`src/oss_defs.svh`:
```
`ifndef OSS_DEFS_SVH
`define OSS_DEFS_SVH

// *****************************************************************
// frame layout
// *****************************************************************
`define OSS_NCH 8
`define OSS_ALL_OFF 8'hff
`define OSS_CNT_W 4

// *****************************************************************
// timing
// *****************************************************************
`define OSS_MCLK_NS 5
`define OSS_RST_MIN_NS 250
// least reset hold in mclk cycles, rounded up
`define OSS_RST_MIN_CYC ((`OSS_RST_MIN_NS + `OSS_MCLK_NS - 1) / `OSS_MCLK_NS)

`endif

```
`src/oss_pkg.sv`:
```
package oss_pkg;
    // events seen on the sampled link pins
    typedef struct packed {
        logic csFall;
        logic csRise;
        logic sclkFall;
        logic sclkRise;
        logic csLow;
    } oss_evt_t;
endpackage : oss_pkg

```
`src/oss_link_if.sv`:
```
`timescale 1ns/10ps
interface oss_link_if;
    oss_pkg::oss_evt_t evt;
    logic sdi;
    modport sync (output evt, output sdi);
    modport core (input evt, input sdi);
endinterface : oss_link_if

```
`src/oss_switch_ctrl.sv`:
```
`timescale 1ns/10ps
`include "oss_defs.svh"
// What this block does
// - data moves only while chip select low
// - chip select rise latches shift register
// - chip select fall loads drain status
// - status driver enabled only while selected
// - clock and data ignored while deselected
// - command bit sampled on clock fall
// - status output shifts on clock rise
// - one means off, zero means on
// - eight bits, first bit is output 7
// - shift register holds exactly eight bits
// - status one off, zero on
// - status msb first, reports previous command
// - status pin ignores hardware reset
// - reset clears register, all outputs off
// - strap selects latch-off or current limit
// - over-voltage forces off, status all ones
// - thermal recovery waits for new command
module oss_switch_ctrl (
    input wire logic mclk,
    input wire logic rst_n,
    input wire logic csPin_n,
    input wire logic sclkPin,
    input wire logic sdiPin,
    output logic sdoOut,
    output logic sdoOe,
    input wire logic short_latch_disable,
    input wire logic [7:0] drainHigh,
    input wire logic [7:0] overCurrent,
    input wire logic [7:0] overTemp,
    input wire logic overVoltage,
    output logic [7:0] gateOn,
    output logic [7:0] currentLimit
);
    oss_link_if link ();
    logic [7:0] shiftReg;
    logic [7:0] cmdLatch;
    logic [7:0] faultOff;
    logic strapSync;
    logic strapMeta1;
    logic [7:0] ocSync;
    logic [7:0] ocMeta;
    logic [7:0] otSync;
    logic [7:0] otMeta;
    logic [7:0] dhSync;
    logic [7:0] dhMeta;
    logic ovSync;
    logic ovMeta;
    logic ovSeen;
    logic sdoBit;
    logic sdoEn;
    logic [`OSS_CNT_W-1:0] bitCnt;
    logic [7:0] statusNow;

    // *****************************************************************
    // status word
    // *****************************************************************
    // an over-voltage trip reads all off for one frame, then drains
    function automatic logic [7:0] status_word(
        input logic ov,
        input logic [7:0] drain
    );
        return ov ? `OSS_ALL_OFF : drain;
    endfunction : status_word
    assign statusNow = status_word(ovSeen, dhSync);

    // *****************************************************************
    // pin capture
    // *****************************************************************
    oss_pin_sync u_sync (
        .mclk(mclk),
        .rst_n(rst_n),
        .csPin_n(csPin_n),
        .sclkPin(sclkPin),
        .sdiPin(sdiPin),
        .link(link)
    );

    // analog fault flags are asynchronous, so two flops each
    always_ff @(posedge mclk) begin
        ocMeta <= overCurrent;
        ocSync <= ocMeta;
        otMeta <= overTemp;
        otSync <= otMeta;
        dhMeta <= drainHigh;
        dhSync <= dhMeta;
        ovMeta <= overVoltage;
        ovSync <= ovMeta;
        strapMeta1 <= short_latch_disable;
        strapSync <= strapMeta1;
    end
    // *****************************************************************
    // shift register
    // *****************************************************************
    // status load on select fall, shift in on clock fall; ignored when
    // deselected. the msb leaves on sdo so long frames chain through
    always_ff @(posedge mclk) begin
        if (!rst_n) begin
            shiftReg <= 8'h00;
        end else if (link.evt.csFall) begin
            // an over-voltage trip reports all off once
            shiftReg <= statusNow;
        end else if (link.evt.csLow && link.evt.sclkFall) begin
            shiftReg <= {shiftReg[6:0], link.sdi};
        end
    end

    // bits seen this frame; saturates, register stays eight wide
    always_ff @(posedge mclk) begin
        if (!rst_n || link.evt.csFall) begin
            bitCnt <= '0;
        end else if (link.evt.csLow && link.evt.sclkFall
                && bitCnt != `OSS_CNT_W'(`OSS_NCH)) begin
            bitCnt <= bitCnt + 1'b1;
        end
    end

    // *****************************************************************
    // status output, kept off the hardware reset on purpose
    // *****************************************************************
    // the msb is presented at select fall and again at the first clock
    // rise; each later rise shows the bit that the prior fall moved up
    always_ff @(posedge mclk) begin
        if (link.evt.csFall) begin
            sdoBit <= statusNow[7];
        end else if (link.evt.csLow && link.evt.sclkRise) begin
            sdoBit <= shiftReg[7];
        end
    end

    // driver follows select only, never reset
    always_ff @(posedge mclk) begin
        sdoEn <= link.evt.csLow;
    end
    assign sdoOut = sdoBit;
    assign sdoOe = sdoEn;

    // *****************************************************************
    // output latch
    // *****************************************************************
    // a one in the latch means off; last eight bits in are taken
    always_ff @(posedge mclk) begin
        if (!rst_n) begin
            cmdLatch <= `OSS_ALL_OFF;
        end else if (ovSync) begin
            cmdLatch <= `OSS_ALL_OFF;
        end else if (link.evt.csRise) begin
            cmdLatch <= shiftReg;
        end
    end

    // over-voltage memory, cleared once reported at the next frame
    always_ff @(posedge mclk) begin
        if (!rst_n) begin
            ovSeen <= 1'b0;
        end else if (ovSync) begin
            ovSeen <= 1'b1; // set wins over clear
        end else if (link.evt.csRise) begin
            ovSeen <= 1'b0;
        end
    end

    // per-channel latched shutdown; a new write releases it so
    // recovery needs the next command to ask for on again
    genvar ch;
    generate
        for (ch = 0; ch < `OSS_NCH; ch++) begin : g_ch
            always_ff @(posedge mclk) begin
                if (!rst_n) begin
                    faultOff[ch] <= 1'b0;
                end else if (otSync[ch]
                        || (ocSync[ch] && !strapSync)) begin
                    faultOff[ch] <= 1'b1;
                end else if (link.evt.csRise) begin
                    faultOff[ch] <= 1'b0;
                end
            end
            assign gateOn[ch] = !cmdLatch[ch] && !faultOff[ch];
            // strap high keeps a shorted output on, limited
            assign currentLimit[ch] = gateOn[ch] && ocSync[ch]
                && strapSync;
        end
    endgenerate

    // *****************************************************************
    // checks
    // *****************************************************************
    property p_latch;
        @(posedge mclk) disable iff (!rst_n)
        link.evt.csRise && !ovSync |=> cmdLatch == $past(shiftReg);
    endproperty
    a_latch: assert property (p_latch) else $error("latch miss");

    property p_oe;
        @(posedge mclk) link.evt.csLow |=> sdoOe;
    endproperty
    a_oe: assert property (p_oe) else $error("sdo not on");

    property p_oeoff;
        @(posedge mclk) !link.evt.csLow |=> !sdoOe;
    endproperty
    a_oeoff: assert property (p_oeoff) else $error("sdo on");

    property p_load;
        @(posedge mclk) disable iff (!rst_n)
        link.evt.csFall && !ovSeen |=> shiftReg == $past(dhSync);
    endproperty
    a_load: assert property (p_load) else $error("no load");

    property p_ignore;
        @(posedge mclk) disable iff (!rst_n)
        !link.evt.csLow && !link.evt.csFall |=> $stable(shiftReg);
    endproperty
    a_ignore: assert property (p_ignore) else $error("deselect");

    property p_shift;
        @(posedge mclk) disable iff (!rst_n)
        link.evt.csLow && link.evt.sclkFall && !link.evt.csFall
        |=> shiftReg == {$past(shiftReg[6:0]), $past(link.sdi)};
    endproperty
    a_shift: assert property (p_shift) else $error("shift");

    property p_sdo;
        @(posedge mclk) link.evt.csLow && link.evt.sclkRise
        && !link.evt.csFall |=> sdoOut == $past(shiftReg[7]);
    endproperty
    a_sdo: assert property (p_sdo) else $error("sdo bit");

    property p_rst;
        @(posedge mclk) !rst_n |=> gateOn == 8'h00 && shiftReg == 8'h00;
    endproperty
    a_rst: assert property (p_rst) else $error("reset");

    property p_ov;
        @(posedge mclk) disable iff (!rst_n)
        ovSync |=> gateOn == 8'h00;
    endproperty
    a_ov: assert property (p_ov) else $error("ov on");

    property p_short;
        @(posedge mclk) disable iff (!rst_n)
        ocSync != 8'h00 && !strapSync
        |=> (gateOn & $past(ocSync)) == 8'h00;
    endproperty
    a_short: assert property (p_short) else $error("short");

    // *****************************************************************
    // further checks, mostly on the fault and frame paths
    // *****************************************************************
    // a count past eight would mean the frame length rule slipped
    property p_count;
        @(posedge mclk) disable iff (!rst_n)
        link.evt.csLow && link.evt.sclkFall && !link.evt.csFall
        && bitCnt < `OSS_CNT_W'(`OSS_NCH)
        |=> bitCnt == $past(bitCnt) + 4'h1;
    endproperty
    a_count: assert property (p_count) else $error("count");

    property p_first;
        @(posedge mclk) disable iff (!rst_n)
        link.evt.csFall && !ovSeen |=> sdoOut == $past(dhSync[7]);
    endproperty
    a_first: assert property (p_first) else $error("first bit");

    property p_ovst;
        @(posedge mclk) disable iff (!rst_n)
        link.evt.csFall && ovSeen
        |=> (shiftReg == `OSS_ALL_OFF) && sdoOut;
    endproperty
    a_ovst: assert property (p_ovst) else $error("ov status");

    // latch moves only at select rise or an over-voltage trip
    property p_hold;
        @(posedge mclk) disable iff (!rst_n)
        !link.evt.csRise && !ovSync |=> $stable(cmdLatch);
    endproperty
    a_hold: assert property (p_hold) else $error("latch moved");

    property p_ot;
        @(posedge mclk) disable iff (!rst_n)
        otSync != 8'h00 |=> (gateOn & $past(otSync)) == 8'h00;
    endproperty
    a_ot: assert property (p_ot) else $error("hot on");

    // clean latch: every output follows the command just taken
    property p_rearm;
        @(posedge mclk) disable iff (!rst_n)
        link.evt.csRise && !ovSync && otSync == 8'h00
        && ocSync == 8'h00 |=> gateOn == ~$past(shiftReg);
    endproperty
    a_rearm: assert property (p_rearm) else $error("rearm");

    // strap high: a shorted output keeps its state, limited
    property p_limit;
        @(posedge mclk) disable iff (!rst_n)
        strapSync && ocSync != 8'h00 && otSync == 8'h00
        && !ovSync && !link.evt.csRise |=> $stable(gateOn);
    endproperty
    a_limit: assert property (p_limit) else $error("limit");

    property p_rstlim;
        @(posedge mclk) !rst_n |=> currentLimit == 8'h00;
    endproperty
    a_rstlim: assert property (p_rstlim) else $error("limit rst");
endmodule : oss_switch_ctrl

```
`src/oss_pin_sync.sv`:
```
`timescale 1ns/10ps
`include "oss_defs.svh"
// *****************************************************************
// two-flop synchroniser and edge finder for the link pins
// *****************************************************************
module oss_pin_sync (
    input wire logic mclk,
    input wire logic rst_n,
    input wire logic csPin_n,
    input wire logic sclkPin,
    input wire logic sdiPin,
    oss_link_if.sync link
);
    logic csMeta_n;
    logic csSync_n;
    logic csOld_n;
    logic [1:0] meta;
    logic [1:0] sync;
    logic sclkOld;

    // select path runs free: the status driver must not see reset,
    // and a reset in mid-frame must not fake a select edge
    always_ff @(posedge mclk) begin
        csMeta_n <= csPin_n;
        csSync_n <= csMeta_n;
        csOld_n <= csSync_n;
    end

    // clock and data; first stage feeds only the second, and the
    // reset level matches the parked-low clock so no false edge
    always_ff @(posedge mclk) begin
        if (!rst_n) begin
            meta <= 2'h0;
            sync <= 2'h0;
            sclkOld <= 1'b0;
        end else begin
            meta <= {sdiPin, sclkPin};
            sync <= meta;
            sclkOld <= sync[0];
        end
    end

    // edge pulses, one mclk wide, then the select level and data
    assign link.evt.csFall = csOld_n & ~csSync_n;
    assign link.evt.csRise = ~csOld_n & csSync_n;
    assign link.evt.sclkRise = ~sclkOld & sync[0];
    assign link.evt.sclkFall = sclkOld & ~sync[0];
    assign link.evt.csLow = ~csSync_n;
    assign link.sdi = sync[1];
endmodule : oss_pin_sync

```
`config.mk`:
```
export PLATFORM = sky130hd
export DESIGN_NAME = oss_switch_ctrl
export DESIGN_NICKNAME = d
export VERILOG_FILES = /design/src/oss_pkg.sv /design/src/oss_link_if.sv /design/src/oss_switch_ctrl.sv /design/src/oss_pin_sync.sv
export VERILOG_INCLUDE_DIRS = /design/src
export SDC_FILE = /design/constraint.sdc
export NUM_CORES = 1
export LEC_CHECK = 0
export ABC_AREA = 1
export BUFFER_PORTS_ARGS = -buffer_cell sky130_fd_sc_hd__buf_2
export CORE_AREA = 2 2 73 75
export DETAILED_ROUTE_END_ITERATION = 8
export DIE_AREA = 0 0 75 77
export GPL_ROUTABILITY_DRIVEN = 0
export GPL_TIMING_DRIVEN = 0
export PLACE_DENSITY = 0.77
export RECOVER_POWER = 50
export SKIP_CTS_REPAIR_TIMING = 1
export SYNTH_ARGS = -nofsm -noshare
export SYNTH_HDL_FRONTEND = slang
export SYNTH_SLANG_ARGS = --single-unit
```
`constraint.sdc`:
```
create_clock -name mclk -period 1.39 [get_ports mclk]
set_clock_uncertainty 0.1 [all_clocks]
set_input_delay 0.278 -clock mclk [delete_from_list [all_inputs] [get_ports mclk]]
set_output_delay 0.278 -clock mclk [all_outputs]
set_load 0.01 [all_outputs]
```
Word level (Yosys, flattened, before mapping)
Index checks and enable logic that the tools add are counted.
- register bits after elaboration: 87
- input bits: 31
- output and inout port bits: 18
- word-level logic and storage cells: 124
- mux-type cells: 15
- bitwise operators: 9
- reduce and logical (&&, ||, !) cells: 71
- operators by type and width (cell ; count):
    $logic_and A1 B1 Y1 ; 34
    $mux W8 ; 3
    $reduce_bool A2 Y1 ; 11
    $logic_not A1 Y1 ; 17
    $mux W1 ; 12
    $logic_or A1 B1 Y1 ; 8
    $not A1 Y1 ; 5
    $and A1 B1 Y1 ; 4
    $reduce_or A2 Y1 ; 1

Depth between registers and ports, before layout
- word-level depth: 5
- mapped depth: 7
- depth with buffers taken out: 6

Cells and area by module
A second synthesis with hierarchy kept.
- cell total of the unflattened synthesis: 266
- area total of the unflattened synthesis: 2651.3 um^2
- modules (own cells, without submodules) (module ; instances ; cells each ; area an instance (um^2) ; seq. area each (um^2)):
    oss_switch_ctrl ; 1 ; 240 ; 2423.6 ; 1591.5
    oss_pin_sync ; 1 ; 26 ; 227.7 ; 160.2

Worst setup path before layout
Ideal clock, no wire load.
- path type: register to output
- start: register strapSync
- end: output currentLimit[0]
- arrival: 0.805 ns
- data required time: 1.012 ns
- slack: 0.207 ns
- cell stages (with the launch flop): 4
- buffers on the path: 1
- path through: dfxtp_1 -> inv_1 -> clkbuf_1 -> nor2_1
- word-level cells in the longest chain between the ends: 1
- ends and longest elaborated chain (item ; line ; source):
    start: declaration ; oss_switch_ctrl.sv:41 ; logic strapSync;
    start signal: assignment ; oss_switch_ctrl.sv:92 ; strapSync <= strapMeta1;
    $logic_and A1 B1 Y1 ; oss_switch_ctrl.sv:183 ; && strapSync;
    end: declaration ; oss_switch_ctrl.sv:35 ; output logic [7:0] currentLimit
Every way passes these cells.

Worst setup path after layout
- start: register strapSync
- end: output currentLimit[5]
The elaborated chain is that of the path after synthesis.

==> results by group <==
Status
  – Outcome: finished, violations left
  – Failing checks: negative setup slack

Layout
  – Fin area: 3370 µm²
  – Area of the multi-input gates: 669 µm²
  – Final net count: 377
  – Synth-to-Final Area Change: 35.2%
  – Share of cells above drive strength 1: 0.271
  – Fillers: 385
  – Ant diodes: 0
  – Register Area: between 1500 and 2000 µm²

Place
  – DP Worst Slack: -0.137 ns
  – HPWL after DPL: 2840 µm
  – Post-place instance area: 2820 µm²
  – PortBufs: 48

Setup path
  – Worst Path Arrival: about 1.2 ns
  – Crit end category: output port
  – CP Class: reg -> out
  – R2R setup slack: 0.06 ns
  – Reg2reg path depth: 7
  – Critical path data required time: ~1.0 ns
  – Worst Setup SP: strapSync$_DFF_P_
  – Worst setup path end: currentLimit[5]
  – Startpoint types: flip-flop
  – CP max FO: 8
  – Worst flop-to-flop path startpoint: u_sync.csSync_n$_DFF_P_
  – Reg2reg end: shiftReg[6]$_SDFFE_PN0P_

Pwr
  – Internal: 0.00378 W
  – Sw Ratio: 0.213
  – P_sw: 0.00102 W
  – Worst IR drop on VDD: just under 1 mV
  – Flop pwr share: 0.559
  – Combinational share of power: 0.063
  – Cell Pwr Density: 1420 nW/µm²
  – Clock network fraction of design power: 0.378
  – Pleak: between 1.5 and 2 nW

Timing
  – Crit path time final: roughly 1.6 ns
  – Unrepaired setup endpoints after global routing: yes
  – Worst slew pin tran: roughly 0.54 ns
  – Slew Viols, Final: 0
  – Fin crit share: 1.15
  – Final hold viol count: 0
  – Worst hold slack: about 0.018 ns
  – Worst rel slew slack: 0.640
  – Peak Freq: 623 MHz
  – Worst setup margin: -0.214 ns
  – Final setup viols: 8
  – Setup_tns: -1.28 ns

CTS
  – H-tree levels: 3
  – CTS Buf Count: 9
  – Clock transition at path regs: approximately 0.08 ns
  – Clock sinks: 87
  – Skew-Pair Late Insertion Delay: 0.34 ns
  – CTS root buf: clkbuf_8
  – CTS tree: done
  – Number of buffers on the longest clock path: 2

Detailed routing
  – Via count: 1,895
  – DRC violations left: 0
  – Initial DRC count: 103
  – DR WL/cell: 11.6 µm
  – Final wirelength: slightly below 5000 µm
  – Post-DRT Antenna Nets: 0
  – DR vias/cell: around 4.5
  – Drt first pass iters: 4

Synthesis
  – Post-synth top area share: 0.690
  – Warnings, synthesis: 0
  – Yosys reg bits: 87
  – Seq/Total Area, Yosys: 0.702
  – Yosys top cell by area: dfxtp_1
  – Cells after Synth: approximately 260
  – Mapped cell area: 2490 µm²
  – Synth cell types: 19
  – Syn Area/Cell: ~9.7 µm²
  – Top cells by area, synth: dfxtp_1, nand2_1, a21oi_1
  – Syn_nets: around 290

Die
  – Initial Utilization: 0.501
  – Die width: 75 µm
  – Core ar.: roughly 5000 µm²
  – Row count: 26
  – Chip height: 77 µm
  – Die footprint: between 5000 and 6000 µm²
  – IO Pins: 49

Min path
  – Hold Startpoint: sclkPin
  – Worst min-delay path class: in -> reg

GRT
  – Initial antenna violation count: 0
  – Tot GR Track Use: 0.164
  – Largest net degree at the start of global routing: 15
  – Number of global-route vias before repair: 1,663
  – Global-route wire length before repair: 7050 µm
  – GR Overflow Total: 0

Job
  – Max-Cap Viols: 0
-- placed cells by master, fill, tap and decap left out, drive strengths merged --
cell type	Yosys	routed
clkinv	0	3
buf	3	54
dfxtp	86	86
bufinv	0	2
clkinvlp	0	2
nor2	24	24
clkbuf	1	10
o211ai	1	1
nand2	79	79
a21oi	24	24
edfxtp	1	1
inv	20	20
dlygate4sd3	0	27
nand3	15	15
o21ai	2	2
-- synth_stat cells --
| cell type | n |
|---|---|
| o21ai_0 | 1 |
| nor2_1 | 23 |
| nand2_2 | 4 |
| buf_2 | 1 |
| o211ai_1 | 1 |
| dfxtp_1 | 86 |
| clkbuf_1 | 1 |
| nand2_4 | 2 |
| inv_1 | 17 |
| inv_2 | 3 |
| nand3_1 | 15 |
| buf_1 | 1 |
| o21ai_1 | 1 |
| edfxtp_1 | 1 |
| a21oi_1 | 22 |
| a21oi_2 | 2 |
| buf_8 | 1 |
| nand2_1 | 73 |
| nor2_4 | 1 |
-- state kept, by name, indices dropped and copies added (netlist names), 2 cells and up --
signal / cells
shiftReg: 8
dhMeta: 8
faultOff: 8
ocSync: 8
otMeta: 8
cmdLatch: 8
u_sync.sync: 2
dhSync: 8
u_sync.meta: 2
otSync: 8
ocMeta: 8
-- area by class of cell --
cell class	count	share of cell area
Inverter	20	0.0234
Tap cell	70	0.0260
Clock buffer	9	0.0367
Sequential cell	87	0.521
Buffer	3	0.00705
Timing Repair inverter	1	0.00223
Multi-Input combinational cell	145	0.199
Clock inverter	6	0.0249
Timing Repair Buffer	79	0.160
-- metrics by stage --
stage / power (W) / instances / util
after floorplan: 0.00286 / 256 / -
after global placement: 0.00295 / 374 / 0.567
after detailed placement: 0.00296 / 374 / 0.567
after CTS: 0.00476 / 389 / 0.609
after global routing: 0.00498 / 420 / 0.677
final: 0.00480 / 420 / 0.677
-- kinds of logic (layout without fill, tap and decap cells) --
family,Yosys count,in the layout,synth area share
DFF,87,87,0.702
and+or+nand+nor,118,118,0.198
AOI/OAI and AO/OA,27,27,0.0582
buffers and inverters,24,118,0.0411
-- how the worst min path moves through the flow --
stage / endpoint / slack (ns) / cells past startpoint
after global placement: ocSync[6]$_DFF_P_ / 0.21 / 0
after floorplan: dhMeta[0]$_DFF_P_ / 0.21 / 0
after CTS: otMeta[3]$_DFF_P_ / -0.09 / 1
final: u_sync.meta[0]$_SDFF_PN0_ / 0.02 / 3
after global routing: u_sync.meta[0]$_SDFF_PN0_ / 0.04 / 3
after detailed placement: ocSync[3]$_DFF_P_ / 0.21 / 0
-- power groups by stage --
| stage | clock, W | combinational [W] | sequential [W] |
|---|---|---|---|
| after floorplan | 0 | 0.000139 | 0.00273 |
| after global placement | 0 | 0.000216 | 0.00273 |
| after detailed placement | 0 | 0.000224 | 0.00274 |
| after CTS | 0.00185 | 0.000226 | 0.00268 |
| after global routing | 0.00195 | 0.000336 | 0.00270 |
| final | 0.00182 | 0.000300 | 0.00269 |
-- per-layer routing --
metal / routed length, µm / track usage / vias up
li1: - / - / 977
met1: 2030 / 0.189 / 870
met2: 2580 / 0.265 / 40
met3: 211 / 0.0539 / 8
met4: 70 / 0.0875 / 0
met5: 0 / 0 / -
-- critical path, stage by stage (launching register included) --
cell and delay [ns]:
dfxtp_4 0.36, clkinvlp_4 0.19, nor2_2 0.17, buf_2 0.16
Power figures use the tool's default switching activity.
